--- src/rf_seq_params.svh ---
/*
  Register offsets, field positions, reset values and timing figures of the frame sequencer.
  Assumes it is included by its bare name next to rf_seq_pkg.
*/
`ifndef RF_SEQ_PARAMS_SVH
`define RF_SEQ_PARAMS_SVH

// ===========================================================================
// Register byte offsets
`define RFS_OFF_FRAME_COUNT_CONTROL 8'h00
`define RFS_OFF_BASE_INTERFRAME     8'h04
`define RFS_OFF_SEED_BOOST          8'h08
`define RFS_OFF_FRAME_NUMBER_TIMER  8'h0C
`define RFS_OFF_CONTROL             8'h10
`define RFS_OFF_STATUS              8'h14
`define RFS_OFF_IRQ_MASK            8'h18

// ===========================================================================
// Control register fields
`define RFS_CTL_SEND       0
`define RFS_CTL_CODE_LO    1
`define RFS_CTL_CODE_HI    2
`define RFS_CTL_SOFT_RST   3
`define RFS_CTL_ACK        4
`define RFS_CODE_DIRECT    2'h3

// Status and mask fields
`define RFS_ST_DONE        0
`define RFS_ST_ERR         1
`define RFS_ST_LV          2
`define RFS_ST_BUSY        3
`define RFS_ST_OSC         4
`define RFS_NUM_EVENTS     3

// ===========================================================================
// Reset values
`define RFS_RST_BYTE       8'h00
`define RFS_RST_FNT        6'h00
`define RFS_RST_MASK       3'h0

// ===========================================================================
// Timing
`define RFS_CLK_PERIOD_NS  10
`define RFS_TICK_NS        1000000
`define RFS_TICK_CYCLES    (`RFS_TICK_NS / `RFS_CLK_PERIOD_NS)

// AXI responses
`define RFS_RESP_OKAY      2'h0
`define RFS_RESP_SLVERR    2'h2

`endif

--- src/rf_seq_pkg.sv ---
/*
  Types shared by the frame sequencer: sequence states and the packed control and seed/boost bytes.
  Assumes rf_seq_params.svh holds the numeric constants.
*/
package rf_seq_pkg;

  typedef enum logic [2:0] {
    ST_IDLE = 3'b000,
    ST_SEND = 3'b001,
    ST_GAP  = 3'b010,
    ST_DONE = 3'b011
  } seq_state_e;

  typedef struct packed {
    logic       direct_data;
    logic       interframe_power_down;
    logic       initial_random_space;
    logic       interframe_irq_delay;
    logic [3:0] frame_count;
  } frame_ctrl_s;

  typedef struct packed {
    logic       boost;
    logic [6:0] random_seed;
  } seed_boost_s;

endpackage
--- src/rf_frame_sequencer_timing.sv ---
/*
  Frame sequencer and interframe timer of the radio transmitter module, with an AXI4-Lite
  register slave, sticky event flags and one level interrupt.
  Assumes the encoder pulses i_frame_done on i_clk, i_mod_data is on i_clk, and the error
  and low-voltage inputs come from pins outside the clock domain.
*/
// Added by the designer: the address map and the AXI4-Lite slave port.
// Contract
// RL1 - Direct mode (coding 11) drives amplifier output from the direct data bit
// RL2 - Oscillator on while sending; powered down in interframe gaps when power-down set
// RL3 - With power-down, restart analog blocks 1 ms before gap ends if frames remain
// RL4 - Initial random space inserts a delay before first frame; else start at once
// RL5 - Completion flag after last frame, or after one more gap when delay bit set
// RL6 - Completion raises the interrupt only when the transmitter interrupt enable is set
// RL7 - Frames per datagram equal frame count plus one, randomly spaced
// RL8 - Module reset clears all control fields of the three registers
// RL9 - Base delay is base timer counts of one millisecond
// RL10 - Software writes base timer only as zero or 5 to 255
// RL11 - Boost selects higher VCO power when set, lower when cleared
// RL12 - Seed copied into the shift register when send request becomes set
// RL13 - Random delay is shift value in ms, only with a nonzero seed
// RL14 - Zero shift register stays zero; nonzero steps through the sequence
// RL15 - Without random seed, base and frame-number timers run together: larger wins
// RL16 - Frame-number delay is its field in ms times the last frame number
// RL17 - Soft reset bit resets module and registers, always reads zero
// RL18 - Acknowledge write clears completion, error and low-voltage flags
// RL19 - Shift register is 7-bit maximal length, advanced once per interval
`timescale 1ns/1ps
`include "rf_seq_params.svh"

module rf_frame_sequencer_timing import rf_seq_pkg::*; #(
  parameter int TICK_CYCLES = `RFS_TICK_CYCLES,
  parameter int AW          = 8
) (
  input  wire logic          i_clk,
  input  wire logic          i_rst,
  input  wire logic          i_awvalid,
  input  wire logic [AW-1:0] i_awaddr,
  output logic               o_awready,
  input  wire logic          i_wvalid,
  input  wire logic [31:0]   i_wdata,
  input  wire logic [3:0]    i_wstrb,
  output logic               o_wready,
  output logic               o_bvalid,
  output logic [1:0]         o_bresp,
  input  wire logic          i_bready,
  input  wire logic          i_arvalid,
  input  wire logic [AW-1:0] i_araddr,
  output logic               o_arready,
  output logic               o_rvalid,
  output logic [31:0]        o_rdata,
  output logic [1:0]         o_rresp,
  input  wire logic          i_rready,
  input  wire logic          i_frame_done,
  input  wire logic          i_mod_data,
  input  wire logic          i_tx_error,
  input  wire logic          i_low_voltage,
  output logic               o_frame_enable,
  output logic               o_pa_drive,
  output logic               o_osc_enable,
  output logic               o_vco_boost,
  output logic               o_irq
);

  localparam int TW = $clog2(TICK_CYCLES + 1);

  // ===========================================================================
  // Register state
  frame_ctrl_s fcc_q;
  seed_boost_s sbr_q;
  logic [7:0]  base_q;
  logic [5:0]  fnt_q;
  logic        send_q;
  logic [1:0]  code_q;
  logic        soft_rst_q;
  logic [2:0]  stat_q;
  logic [2:0]  mask_q;

  // Bus state
  logic          aw_got_q;
  logic          w_got_q;
  logic [AW-1:0] awaddr_q;
  logic [31:0]   wdata_q;
  logic          wstrb0_q;
  logic          wr_do;
  logic          wr_ok;
  logic          wr_ctl;

  // Sequencer state
  seq_state_e    state_q;
  logic          send_prev_q;
  logic          start;
  logic [6:0]    lfsr_q;
  logic [4:0]    sent_q;
  logic          tail_q;
  logic [11:0]   gap_q;
  logic [TW-1:0] tick_cnt_q;
  logic          tick;
  logic          done_evt;

  // ===========================================================================
  // AXI4-Lite write channel
  assign wr_do  = aw_got_q && w_got_q && !o_bvalid;
  assign wr_ok  = (awaddr_q == `RFS_OFF_FRAME_COUNT_CONTROL) || (awaddr_q == `RFS_OFF_BASE_INTERFRAME) ||
                  (awaddr_q == `RFS_OFF_SEED_BOOST) || (awaddr_q == `RFS_OFF_FRAME_NUMBER_TIMER) ||
                  (awaddr_q == `RFS_OFF_CONTROL) || (awaddr_q == `RFS_OFF_STATUS) ||
                  (awaddr_q == `RFS_OFF_IRQ_MASK);
  assign wr_ctl = wr_do && wstrb0_q && (awaddr_q == `RFS_OFF_CONTROL);

  always_ff @(posedge i_clk or posedge i_rst) begin
    if (i_rst) begin
      o_awready <= 1'b1;
      o_wready  <= 1'b1;
      aw_got_q  <= 1'b0;
      w_got_q   <= 1'b0;
      awaddr_q  <= '0;
      wdata_q   <= 32'h0000_0000;
      wstrb0_q  <= 1'b0;
      o_bvalid  <= 1'b0;
      o_bresp   <= `RFS_RESP_OKAY;
    end else begin
      if (i_awvalid && o_awready) begin
        o_awready <= 1'b0;
        aw_got_q  <= 1'b1;
        awaddr_q  <= i_awaddr;
      end
      if (i_wvalid && o_wready) begin
        o_wready <= 1'b0;
        w_got_q  <= 1'b1;
        wdata_q  <= i_wdata;
        wstrb0_q <= i_wstrb[0];
      end
      if (wr_do) begin
        aw_got_q <= 1'b0;
        w_got_q  <= 1'b0;
        o_bvalid <= 1'b1;
        o_bresp  <= wr_ok ? `RFS_RESP_OKAY : `RFS_RESP_SLVERR;
      end else if (o_bvalid && i_bready) begin
        o_bvalid  <= 1'b0;
        o_awready <= 1'b1;
        o_wready  <= 1'b1;
      end
    end
  end

  // ===========================================================================
  // Configuration registers; only byte lane 0 carries data
  always_ff @(posedge i_clk or posedge i_rst) begin
    if (i_rst) begin
      fcc_q  <= `RFS_RST_BYTE;
      base_q <= `RFS_RST_BYTE;
      sbr_q  <= `RFS_RST_BYTE;
      fnt_q  <= `RFS_RST_FNT;
      mask_q <= `RFS_RST_MASK;
      send_q <= 1'b0;
      code_q <= 2'h0;
    end else if (soft_rst_q) begin
      fcc_q  <= `RFS_RST_BYTE; // RL8 RL17
      base_q <= `RFS_RST_BYTE;
      sbr_q  <= `RFS_RST_BYTE;
      fnt_q  <= `RFS_RST_FNT;
      mask_q <= `RFS_RST_MASK;
      send_q <= 1'b0;
      code_q <= 2'h0;
    end else if (wr_do && wstrb0_q) begin
      if (awaddr_q == `RFS_OFF_FRAME_COUNT_CONTROL) begin
        fcc_q <= wdata_q[7:0];
      end else if (awaddr_q == `RFS_OFF_BASE_INTERFRAME) begin
        base_q <= wdata_q[7:0]; // RL10
      end else if (awaddr_q == `RFS_OFF_SEED_BOOST) begin
        sbr_q <= wdata_q[7:0];
      end else if (awaddr_q == `RFS_OFF_FRAME_NUMBER_TIMER) begin
        fnt_q <= wdata_q[5:0];
      end else if (awaddr_q == `RFS_OFF_CONTROL) begin
        send_q <= wdata_q[`RFS_CTL_SEND];
        code_q <= wdata_q[`RFS_CTL_CODE_HI:`RFS_CTL_CODE_LO];
      end else if (awaddr_q == `RFS_OFF_IRQ_MASK) begin
        mask_q <= wdata_q[2:0];
      end
    end
  end

  // Soft reset is a one-cycle pulse; processor reset only clears the pulse itself
  always_ff @(posedge i_clk or posedge i_rst) begin
    if (i_rst) begin
      soft_rst_q <= 1'b0;
    end else begin
      soft_rst_q <= wr_ctl && wdata_q[`RFS_CTL_SOFT_RST]; // RL17
    end
  end

  // ===========================================================================
  // AXI4-Lite read channel
  always_ff @(posedge i_clk or posedge i_rst) begin
    if (i_rst) begin
      o_arready <= 1'b1;
      o_rvalid  <= 1'b0;
      o_rdata   <= 32'h0000_0000;
      o_rresp   <= `RFS_RESP_OKAY;
    end else if (i_arvalid && o_arready) begin
      o_arready <= 1'b0;
      o_rvalid  <= 1'b1;
      o_rresp   <= `RFS_RESP_OKAY;
      o_rdata   <= 32'h0000_0000;
      if (i_araddr == `RFS_OFF_FRAME_COUNT_CONTROL) begin
        o_rdata[7:0] <= fcc_q;
      end else if (i_araddr == `RFS_OFF_BASE_INTERFRAME) begin
        o_rdata[7:0] <= base_q;
      end else if (i_araddr == `RFS_OFF_SEED_BOOST) begin
        o_rdata[7:0] <= sbr_q;
      end else if (i_araddr == `RFS_OFF_FRAME_NUMBER_TIMER) begin
        o_rdata[5:0] <= fnt_q;
      end else if (i_araddr == `RFS_OFF_CONTROL) begin
        o_rdata[2:0] <= {code_q, send_q}; // RL17
      end else if (i_araddr == `RFS_OFF_STATUS) begin
        o_rdata[4:0] <= {o_osc_enable, state_q != ST_IDLE, stat_q};
      end else if (i_araddr == `RFS_OFF_IRQ_MASK) begin
        o_rdata[2:0] <= mask_q;
      end else begin
        o_rresp <= `RFS_RESP_SLVERR;
      end
    end else if (o_rvalid && i_rready) begin
      o_rvalid  <= 1'b0;
      o_arready <= 1'b1;
    end
  end

  // ===========================================================================
  // Pin synchronisers: a level is accepted once the second and third stages agree
  logic [1:0] pin_s1_q;
  logic [1:0] pin_s2_q;
  logic [1:0] pin_s3_q;
  logic [1:0] pin_lvl_q;
  logic [1:0] pin_rise;

  always_ff @(posedge i_clk or posedge i_rst) begin
    if (i_rst) begin
      pin_s1_q  <= 2'h0;
      pin_s2_q  <= 2'h0;
      pin_s3_q  <= 2'h0;
      pin_lvl_q <= 2'h0;
    end else begin
      pin_s1_q <= {i_low_voltage, i_tx_error};
      pin_s2_q <= pin_s1_q;
      pin_s3_q <= pin_s2_q;
      for (int i = 0; i < 2; i++) begin
        if (pin_s2_q[i] == pin_s3_q[i]) begin
          pin_lvl_q[i] <= pin_s3_q[i];
        end
      end
    end
  end

  assign pin_rise = pin_s2_q & pin_s3_q & ~pin_lvl_q;

  // ===========================================================================
  // Sticky flags; a new event wins over a clear in the same cycle
  logic [2:0] evt;
  logic [2:0] clr;

  assign evt = {pin_rise, done_evt};
  assign clr = (wr_do && wstrb0_q && awaddr_q == `RFS_OFF_STATUS) ? wdata_q[2:0] :
               (wr_ctl && wdata_q[`RFS_CTL_ACK]) ? 3'h7 : 3'h0; // RL18

  always_ff @(posedge i_clk or posedge i_rst) begin
    if (i_rst) begin
      stat_q <= 3'h0;
      o_irq  <= 1'b0;
    end else if (soft_rst_q) begin
      stat_q <= 3'h0;
      o_irq  <= 1'b0;
    end else begin
      stat_q <= (stat_q & ~clr) | evt; // RL18
      o_irq  <= |(stat_q & mask_q); // RL6
    end
  end

  // ===========================================================================
  // Millisecond tick, restarted at each gap so the first count is a full one
  assign tick = (tick_cnt_q == TW'(TICK_CYCLES - 1));

  always_ff @(posedge i_clk or posedge i_rst) begin
    if (i_rst) begin
      tick_cnt_q <= '0;
    end else if (state_q != ST_GAP || tick) begin
      tick_cnt_q <= '0;
    end else begin
      tick_cnt_q <= tick_cnt_q + TW'(1);
    end
  end

  // ===========================================================================
  // Interval length in ms for the gap that follows frame number sent_q + 1
  logic [10:0] fnt_prod;
  logic [11:0] gap_ms;
  logic        rand_on;
  logic        last_frame;

  // Frame number of the frame just finished is one more than the frames counted before it
  assign fnt_prod   = 11'(fnt_q) * 11'(sent_q + 5'h01); // RL16
  assign rand_on    = (sbr_q.random_seed != 7'h00); // RL13
  assign last_frame = ((sent_q + 5'h01) == ({1'b0, fcc_q.frame_count} + 5'h01)); // RL7

  always_comb begin
    if (rand_on) begin
      gap_ms = 12'(base_q) + 12'(lfsr_q) + 12'(fnt_prod); // RL9 RL13
    end else if (12'(base_q) > 12'(fnt_prod)) begin
      gap_ms = 12'(base_q); // RL15
    end else begin
      gap_ms = 12'(fnt_prod);
    end
  end

  // ===========================================================================
  // Sequencer
  assign start    = send_q && !send_prev_q;
  assign done_evt = (state_q == ST_SEND && i_frame_done && last_frame && !fcc_q.interframe_irq_delay) ||
                    (state_q == ST_GAP && tail_q && gap_q == 12'h000); // RL5

  always_ff @(posedge i_clk or posedge i_rst) begin
    if (i_rst) begin
      state_q     <= ST_IDLE;
      send_prev_q <= 1'b0;
      sent_q      <= 5'h00;
      tail_q      <= 1'b0;
      gap_q       <= 12'h000;
    end else begin
      send_prev_q <= send_q;
      if (!send_q || soft_rst_q) begin
        state_q <= ST_IDLE;
      end else begin
        case (state_q)
          ST_IDLE: begin
            sent_q <= 5'h00;
            tail_q <= 1'b0;
            if (start && fcc_q.initial_random_space) begin
              state_q <= ST_GAP; // RL4
              gap_q   <= 12'(base_q) + (rand_on ? 12'(sbr_q.random_seed) : 12'h000);
            end else if (start) begin
              state_q <= ST_SEND; // RL4
            end
          end
          ST_SEND: begin
            if (i_frame_done) begin
              sent_q <= sent_q + 5'h01;
              if (last_frame && !fcc_q.interframe_irq_delay) begin
                state_q <= ST_DONE;
              end else begin
                state_q <= ST_GAP;
                tail_q  <= last_frame; // RL5
                gap_q   <= gap_ms;
              end
            end
          end
          ST_GAP: begin
            if (gap_q == 12'h000) begin
              state_q <= tail_q ? ST_DONE : ST_SEND;
            end else if (tick) begin
              gap_q <= gap_q - 12'h001;
            end
          end
          ST_DONE: begin
            state_q <= ST_DONE;
          end
          default: begin
            state_q <= ST_IDLE;
          end
        endcase
      end
    end
  end

  // Seed copy on send; x^7 + x^6 + 1 stepped at each frame done in ST_SEND, zero is a fixed point
  always_ff @(posedge i_clk or posedge i_rst) begin
    if (i_rst) begin
      lfsr_q <= 7'h00;
    end else if (soft_rst_q) begin
      lfsr_q <= 7'h00;
    end else if (start) begin
      lfsr_q <= sbr_q.random_seed; // RL12
    end else if (state_q != ST_GAP && state_q != ST_IDLE && state_q != ST_DONE && i_frame_done) begin
      lfsr_q <= {lfsr_q[5:0], lfsr_q[6] ^ lfsr_q[5]}; // RL14 RL19
    end
  end

  // ===========================================================================
  // Analog controls, all registered: enables one cycle behind the sequencer state, boost from its register bit
  logic osc_d;

  assign osc_d = send_q && !(fcc_q.interframe_power_down && state_q == ST_GAP &&
                             !(!tail_q && gap_q <= 12'h001)); // RL2 RL3

  always_ff @(posedge i_clk or posedge i_rst) begin
    if (i_rst) begin
      o_osc_enable   <= 1'b0;
      o_frame_enable <= 1'b0;
      o_pa_drive     <= 1'b0;
      o_vco_boost    <= 1'b0;
    end else begin
      o_osc_enable   <= osc_d;
      o_frame_enable <= (state_q == ST_SEND);
      o_vco_boost    <= sbr_q.boost; // RL11
      if (code_q == `RFS_CODE_DIRECT) begin
        o_pa_drive <= fcc_q.direct_data; // RL1
      end else begin
        o_pa_drive <= (state_q == ST_SEND) && i_mod_data;
      end
    end
  end

  // ===========================================================================
  // Checks
  a_direct_pa_data : assert property (@(posedge i_clk) disable iff (i_rst)
    (code_q == `RFS_CODE_DIRECT) |=> (o_pa_drive == $past(fcc_q.direct_data))) // RL1
    else $error("direct mode output does not follow data bit");

  a_osc_held_on : assert property (@(posedge i_clk) disable iff (i_rst)
    (send_q && !fcc_q.interframe_power_down) |=> o_osc_enable) // RL2
    else $error("oscillator dropped while sending without power-down");

  a_osc_gap_down : assert property (@(posedge i_clk) disable iff (i_rst)
    (state_q == ST_GAP && fcc_q.interframe_power_down && gap_q > 12'h001) |=> !o_osc_enable) // RL2
    else $error("oscillator on during powered-down gap");

  a_osc_restart_early : assert property (@(posedge i_clk) disable iff (i_rst)
    (send_q && state_q == ST_GAP && !tail_q && gap_q == 12'h001) |=> o_osc_enable) // RL3
    else $error("oscillator not restarted in last millisecond");

  a_no_initial_gap : assert property (@(posedge i_clk) disable iff (i_rst)
    (state_q == ST_IDLE && start && !fcc_q.initial_random_space && !soft_rst_q) |=> state_q == ST_SEND) // RL4
    else $error("first frame delayed without initial space");

  a_flag_after_last : assert property (@(posedge i_clk) disable iff (i_rst)
    (state_q == ST_SEND && send_q && !soft_rst_q && i_frame_done && last_frame &&
     !fcc_q.interframe_irq_delay) |=> stat_q[`RFS_ST_DONE]) // RL5
    else $error("completion flag missing after last frame");

  a_irq_gated : assert property (@(posedge i_clk) disable iff (i_rst)
    (!soft_rst_q && stat_q[`RFS_ST_DONE] && !mask_q[`RFS_ST_DONE] && stat_q[2:1] == 2'h0) |=> !o_irq) // RL6
    else $error("interrupt raised without enable");

  a_seed_load : assert property (@(posedge i_clk) disable iff (i_rst)
    (start && !soft_rst_q) |=> (lfsr_q == $past(sbr_q.random_seed))) // RL12
    else $error("seed not copied on send");

  a_lfsr_zero_hold : assert property (@(posedge i_clk) disable iff (i_rst)
    (lfsr_q == 7'h00 && !start) |=> (lfsr_q == 7'h00)) // RL14
    else $error("zero shift register left zero");

  a_soft_reset_clear : assert property (@(posedge i_clk) disable iff (i_rst)
    soft_rst_q |=> (fcc_q == 8'h00 && base_q == 8'h00 && sbr_q == 8'h00 && fnt_q == 6'h00)) // RL8
    else $error("soft reset left fields set");

  c_datagram_done : cover property (@(posedge i_clk) disable iff (i_rst) done_evt);
  c_powered_gap   : cover property (@(posedge i_clk) disable iff (i_rst)
    state_q == ST_GAP && !o_osc_enable);
  c_tail_gap      : cover property (@(posedge i_clk) disable iff (i_rst) state_q == ST_GAP && tail_q);

endmodule

--- config.mk ---
export PLATFORM = sky130hd
export DESIGN_NAME = rf_frame_sequencer_timing
export DESIGN_NICKNAME = d
export VERILOG_FILES = /design/src/rf_seq_pkg.sv /design/src/rf_frame_sequencer_timing.sv
export VERILOG_INCLUDE_DIRS = /design/src /design/src/src
export SDC_FILE = /design/constraint.sdc
export NUM_CORES = 1
export LEC_CHECK = 0
export BUFFER_PORTS_ARGS = -buffer_cell sky130_fd_sc_hd__buf_2
export CORE_ASPECT_RATIO = 0.8
export CORE_UTILIZATION = 50
export CTS_BUF_LIST = sky130_fd_sc_hd__clkbuf_8
export CTS_CLUSTER_DIAMETER = 200
export DETAILED_ROUTE_END_ITERATION = 12
export GPL_ROUTABILITY_DRIVEN = 0
export HOLD_SLACK_MARGIN = 0.03
export PLACE_DENSITY = 0.74
export SLEW_MARGIN = 20
export SYNTH_ARGS = -nofsm -noshare
export SYNTH_HDL_FRONTEND = slang
export SYNTH_SLANG_ARGS = --single-unit
--- constraint.sdc ---
create_clock -name i_clk -period 11.85 [get_ports i_clk]
set_input_delay 1.7775 -clock i_clk [delete_from_list [all_inputs] [get_ports i_clk]]
set_output_delay 1.7775 -clock i_clk [all_outputs]
set_load 0.03 [all_outputs]
==> results_dict.tcl, run 1 <==
set metrics [dict create \
    outcome "completed" \
    yosysWarnings 0 \
    num_rows 43 \
    cp-start-kind "flop" \
    syn-instance-count 955 \
    r2r_start "sent_q[0]" \
    final_antenna_net_count 0 \
    hold_depth 0 \
    first_global_vias 6502 \
    dr_total_vias 7073 \
    start_util 0.515 \
    fin_util 0.556 \
    synth_most_common_cell "dfrtp_1" \
    min-delay-start "pin_s1_q[0]" \
    min_period_over_period 0.531 \
    viasPerCell 5.70 \
    finalHoldViolCount 0 \
    setup_viol 0 \
    path_clk_slew_ns 0.08 \
    grt.overflow.total 0 \
    cts_root_buffer "clkbuf_8" \
    power_density_nw_per_um2 135 \
    cts_made_buffers 17 \
    drcViolationCount 0 \
    synthDistinctLibCells 75 \
    grt_use_total 0.239 \
    die_x_um 152 \
    core_um2 17400 \
    antenna_cells 0 \
    regToRegEndpoint "gap_q[9]" \
    r2r_cells 20 \
    ys_top_cells_by_count "dfrtp_1, nor2_1, nand2_1" \
    netlist_top_cells_area "dfrtp_1, ha_1, fa_1" \
    clock_skew_ns 0.00816 \
    grt_pass1_wl_um 34500 \
    yosysTopAreaCellShare 0.360 \
    die-area_um2 18500 \
    crit_required_ns 12.17 \
    dpl.hpwl_um 15900 \
    area_delta_synth_final_pct 7.97 \
    synth_area_leader_cell "dfrtp_1" \
    cp_max_fo 11 \
    cts_tree "built" \
    path_class "flop to flop" \
    cts.path.max_buffers 2 \
    maxSlewHeadroom 0.267 \
    holdPathEnd "pin_s2_q[0]" \
    ys_seq_area_frac 0.368 \
    layout-drive-gt1-share 0.143 \
    drv_slew 0 \
    multiInputGateArea_um2 5160 \
    worstMarginPinSlew_ns 1.10 \
    rsz0062_at_grt "false" \
    async_flop_share 1.00 \
    end_kind "flop" \
    p_total_mw 1.31 \
    pin_count 109 \
    antenna_found_initial 0 \
    hold_buffers 0 \
    seqCellArea_um2 3310 \
    grt_max_degree 72 \
    ys_ff_latch 132 \
    port_buffers 55 \
    yosys_most_used_dff "dfrtp_1" \
    fmax_mhz 159 \
    htreeDepth 4 \
    cts_sinks 132 \
    timing.final.crit_period_ns 6.29 \
    r2r_setup_slack_ns 5.56 \
    post_cts_buffers 0 \
    synth_edf_count 0 \
    synth_area_um2 8980 \
    fp.dieH_um 122 \
    wl_um 21300 \
    wire_per_inst_um 17.1 \
    nets 1146 \
    num-fill-cells 1529 \
    ir_worst_vdd_uv 126 \
    drtIter0Drc 637 \
    setup_tns_ns 0 \
    hold_class "flop to flop" \
    max-cap-violations 0 \
    synth_area_per_cell_um2 9.40 \
    arrival_ns 6.61 \
    ctsResizeCount 0 \
    clk-insertion-delay-late_ns 0.45 \
    drt_first_pass_iters 5 \
    leakagePower_nw 4.64 \
]
-- layout make-up --
class / count / share of cell area
Multi-Input combinational cell: 718 / 0.533
Sequential cell: 132 / 0.341
Timing Repair Buffer: 61 / 0.0330
Tap cell: 225 / 0.0290
Inverter: 73 / 0.0288
Clock buffer: 17 / 0.0241
Clock inverter: 15 / 0.0108
-- sequential cells by signal, summed over array words and instances, names as in the netlist, 2 cells and up --
signal      flops
awaddr_q        8
base_q          8
code_q          2
fcc_q           8
fnt_q           6
gap_q          12
lfsr_q          7
mask_q          3
o_rdata         8
pin_lvl_q       2
pin_s1_q        2
pin_s2_q        2
pin_s3_q        2
sbr_q           8
sent_q          5
stat_q          3
state_q         2
tick_cnt_q     17
wdata_q         8
-- cells by family (layout without fill, tap and decap cells) --
family | after synthesis | count (layout) | synth area share
and+or+nand+nor | 316 | 316 | 0.168
AOI/OAI and AO/OA | 183 | 183 | 0.135
DFF | 132 | 132 | 0.368
buffers and inverters | 130 | 166 | 0.0672
adders and majority gates | 80 | 80 | 0.132
muxes | 67 | 67 | 0.0813
xor gates and xnor gates | 46 | 46 | 0.0466
other | 1 | 26 | 0.000418
-- cell usage in the layout, fill, tap and decap left out, types with 4 or more instances in the layout --
master	count
o31ai_1	15
o21a_1	4
clkbuf_8	17
fa_1	25
nand4_1	7
buf_4	6
nor2b_1	22
o21ai_0	38
a21oi_1	50
buf_2	55
nor3_1	15
a21o_1	5
nor4_1	6
o21ai_1	12
nand2_1	85
ha_1	55
clkinv_2	6
a31oi_1	6
dfrtp_1	129
inv_1	72
a211oi_1	7
mux2_2	36
a22oi_1	5
inv_6	6
xor2_1	20
conb_1	26
nor2_1	94
xnor2_1	24
and2_1	21
a32oi_1	7
nand2b_1	10
or3_1	4
mux2i_1	29
nand3_1	31
-- worst max-delay path, cell delays in order (launching register included) --
cell      delay (ns)
dfrtp_1         0.57
ha_1            0.33
nand3_1         0.16
xnor2_1         0.37
nand2_1         0.13
fa_1            0.51
fa_1            0.54
fa_1            0.55
inv_1           0.04
ha_1            0.33
nor2b_1         0.15
nor2_1          0.05
xnor2_1         0.37
fa_1            0.51
ha_1            0.34
or2_2           0.31
o311a_1         0.13
o21a_1          0.17
o21ai_1         0.29
xnor2_1         0.16
o221ai_1        0.14
-- layer usage --
layer	up-vias	part of all wire	GRT usage
met5	-	0	0
met4	0	0.013	0.0781
met3	23	0.088	0.0644
met2	260	0.41	0.320
met1	3438	0.49	0.365
li1	3352	-	-
-- worst max-delay path by stage --
stage / start / end / cells past startpoint
2_1_floorplan: sent_q[0] / gap_q[7] / 20
3_3_place_gp: sent_q[0] / gap_q[9] / 20
3_5_place_dp: sent_q[0] / gap_q[9] / 20
4_1_cts: sent_q[0] / gap_q[9] / 20
5_1_grt: sent_q[0] / gap_q[3] / 22
6_report: sent_q[0] / gap_q[9] / 20
-- metrics by stage --
| step | worst slack, ns | cell area (um^2) | hold WS [ns] | std cells |
|---|---|---|---|---|
| 2_1_floorplan | 6.49 | 9070 | 0.331 | 980 |
| 3_3_place_gp | 5.61 | 9350 | 0.333 | 1209 |
| 3_5_place_dp | 5.61 | 9350 | 0.339 | 1209 |
| 4_1_cts | 5.56 | 9690 | 0.357 | 1241 |
| 5_1_grt | 5.06 | 9690 | 0.366 | 1241 |
| 6_report | 5.56 | 9690 | 0.355 | 1241 |
-- report_power, final --
group	switching (mW)	internal, mW
Combinational	0.222	0.147
Sequential	0.0884	0.514
Clock	0.195	0.145
Total	0.505	0.806
(Power assumes the default switching activity.)
==> inputs of run 2 (changes only) <==
==> constraint.sdc (replaced) <==
create_clock -name i_clk -period 5.9 [get_ports i_clk]
set_input_delay 0.885 -clock i_clk [delete_from_list [all_inputs] [get_ports i_clk]]
set_output_delay 0.885 -clock i_clk [all_outputs]
set_load 0.03 [all_outputs]
==> results_dict.tcl, run 2 (synthesized netlist as in run 1, its figures left out) <==
set metrics [dict create \
    r2r_cells 23 \
    final_cell_mix "dfrtp_1, nor2_1, nand2_1, inv_1, buf_2" \
    antenna_cells 0 \
    clk-insertion-delay-late_ns 0.47 \
    grt_pass1_wl_um 34500 \
    drt_first_pass_iters 6 \
    dr_total_vias 7089 \
    holdPathEnd "pin_s2_q[1]" \
    first_global_vias 6563 \
    min-delay-start "pin_s1_q[1]" \
    wl_um 21800 \
    end_kind "flop" \
    viasPerCell 5.66 \
    worstMarginPinSlew_ns 1.09 \
    max-cap-violations 0 \
    htreeDepth 4 \
    grt.overflow.total 0 \
    setup_tns_ns 0 \
    fin_ws_ns 0.220 \
    r2r_setup_slack_ns 0.22 \
    cts_made_buffers 17 \
    core_um2 17400 \
    outcome "completed" \
    grt_max_degree 79 \
    fp.dieH_um 122 \
    intPower_mw 1.68 \
    drv_slew 0 \
    finalHoldViolCount 0 \
    cts_tree "built" \
    nets 1158 \
    hold_depth 0 \
    pin_count 109 \
    start_util 0.515 \
    cp-start-kind "flop" \
    p_clk_frac 0.272 \
    timing.final.crit_period_ns 5.68 \
    setup_viol 0 \
    antenna_found_initial 0 \
    final_common_cell "dfrtp_1" \
    comb_power_share 0.290 \
    switchingPower_mw 1.08 \
    power_frac_seq 0.438 \
    arrival_ns 6.03 \
    area_delta_synth_final_pct 10.9 \
    cp_max_fo 10 \
    min_period_over_period 0.963 \
    maxSlewHeadroom 0.276 \
    clock_skew_ns 0.0151 \
    num_rows 43 \
    dpl.hpwl_um 15700 \
    die-area_um2 18500 \
    path_class "flop to flop" \
    ir_worst_vdd_uv 218 \
    multiInputGateArea_um2 5300 \
    cts_sinks 132 \
    hold_class "flop to flop" \
    post-place-ws_ns 0.0425 \
    top_register "tick_cnt_q" \
    p_sw_frac 0.391 \
    final_antenna_net_count 0 \
    largest_reg_flops 17 \
    seqCellArea_um2 3310 \
    drcViolationCount 0 \
    grt_use_total 0.240 \
    wire_per_inst_um 17.4 \
    power_density_nw_per_um2 277 \
    regToRegEndpoint "gap_q[5]" \
    fmax_mhz 176 \
    r2r_start "sent_q[0]" \
    cts_root_buffer "clkbuf_8" \
    drtIter0Drc 498 \
    crit_required_ns 6.25 \
    fin_util 0.571 \
    num-fill-cells 1551 \
    layout-drive-gt1-share 0.169 \
    cts.path.max_buffers 2 \
    path_clk_slew_ns 0.09 \
    port_buffers 55 \
    top_regs "tick_cnt_q x17, gap_q x12" \
    die_x_um 152 \
    leakagePower_nw 4.73 \
]
-- run 2: changes by cell type in the layout (fill, tap and decap cells not counted), moves of 3 or more --
cell,delta
clkinv_4,+3
inv_6,-4
ha_1,-4
inv_8,+7
buf_4,+10
ha_4,+4
clkinv_2,-4
-- run 2: what timing repair did --
action	CTS	global route
hold buffers	0	0
setup buffers	0	3
setup endpoints to repair	0	12
gates resized for setup	0	23
-- run 2: per-layer routing --
layer / share of wire / vias up / global-route usage
met1: 0.47 / 3418 / 0.363
met4: 0.010 / 0 / 0.0544
met3: 0.10 / 20 / 0.0808
met2: 0.42 / 271 / 0.326
li1: - / 3380 / -
met5: 0 / - / 0
-- run 2: worst max path at each step --
stage | cells past startpoint | endpoint | from
after floorplan | 20 | gap_q[7] | sent_q[0]
after global placement | 20 | gap_q[9] | sent_q[1]
after detailed placement | 20 | gap_q[9] | sent_q[1]
after CTS | 20 | gap_q[9] | sent_q[1]
after global routing | 25 | gap_q[5] | sent_q[0]
final | 23 | gap_q[5] | sent_q[0]
-- run 2: layout make-up --
| cell class | instances | area share |
|---|---|---|
| inverter | 73 | 0.0280 |
| multi-input combinational | 718 | 0.532 |
| tap | 225 | 0.0283 |
| timing repair buffer | 73 | 0.0420 |
| clock buffer | 17 | 0.0235 |
| sequential | 132 | 0.332 |
| clock inverter | 15 | 0.0141 |
-- run 2: critical path: stages, from the launching register on --
cell and delay (ns):
dfrtp_1 0.42, buf_6 0.16, and3_4 0.23, and3_4 0.22
nand2_1 0.08, fa_1 0.57, fa_1 0.45, fa_1 0.54
inv_1 0.07, ha_4 0.29, nor2b_2 0.18, nor2_4 0.07
xnor2_4 0.25, inv_1 0.07, ha_1 0.30, nand4_1 0.12
nor2_1 0.06, a21oi_1 0.11, o41ai_1 0.10, nor4b_2 0.33
clkdlybuf4s15_2 0.33, mux2_1 0.33, o21ai_1 0.17, o31ai_1 0.09
-- run 2: per-stage QoR --
stage | cell area [um^2] | hold slack [ns] | cells | power, mW
4_1_cts | 9790 | 0.362 | 1249 | 2.68
5_1_grt | 9950 | 0.368 | 1253 | 2.89
3_5_place_dp | 9410 | 0.336 | 1217 | 1.94
3_3_place_gp | 9410 | 0.333 | 1217 | 1.92
2_1_floorplan | 9070 | 0.331 | 980 | 1.74
6_report | 9950 | 0.359 | 1253 | 2.75
-- run 2: power by group through the flow --
stage / sequential, mW / clock (mW) / combinational (mW)
6_report: 1.21 / 0.749 / 0.799
5_1_grt: 1.22 / 0.796 / 0.875
4_1_cts: 1.20 / 0.758 / 0.729
3_5_place_dp: 1.21 / 0 / 0.726
3_3_place_gp: 1.21 / 0 / 0.710
2_1_floorplan: 1.18 / 0 / 0.560
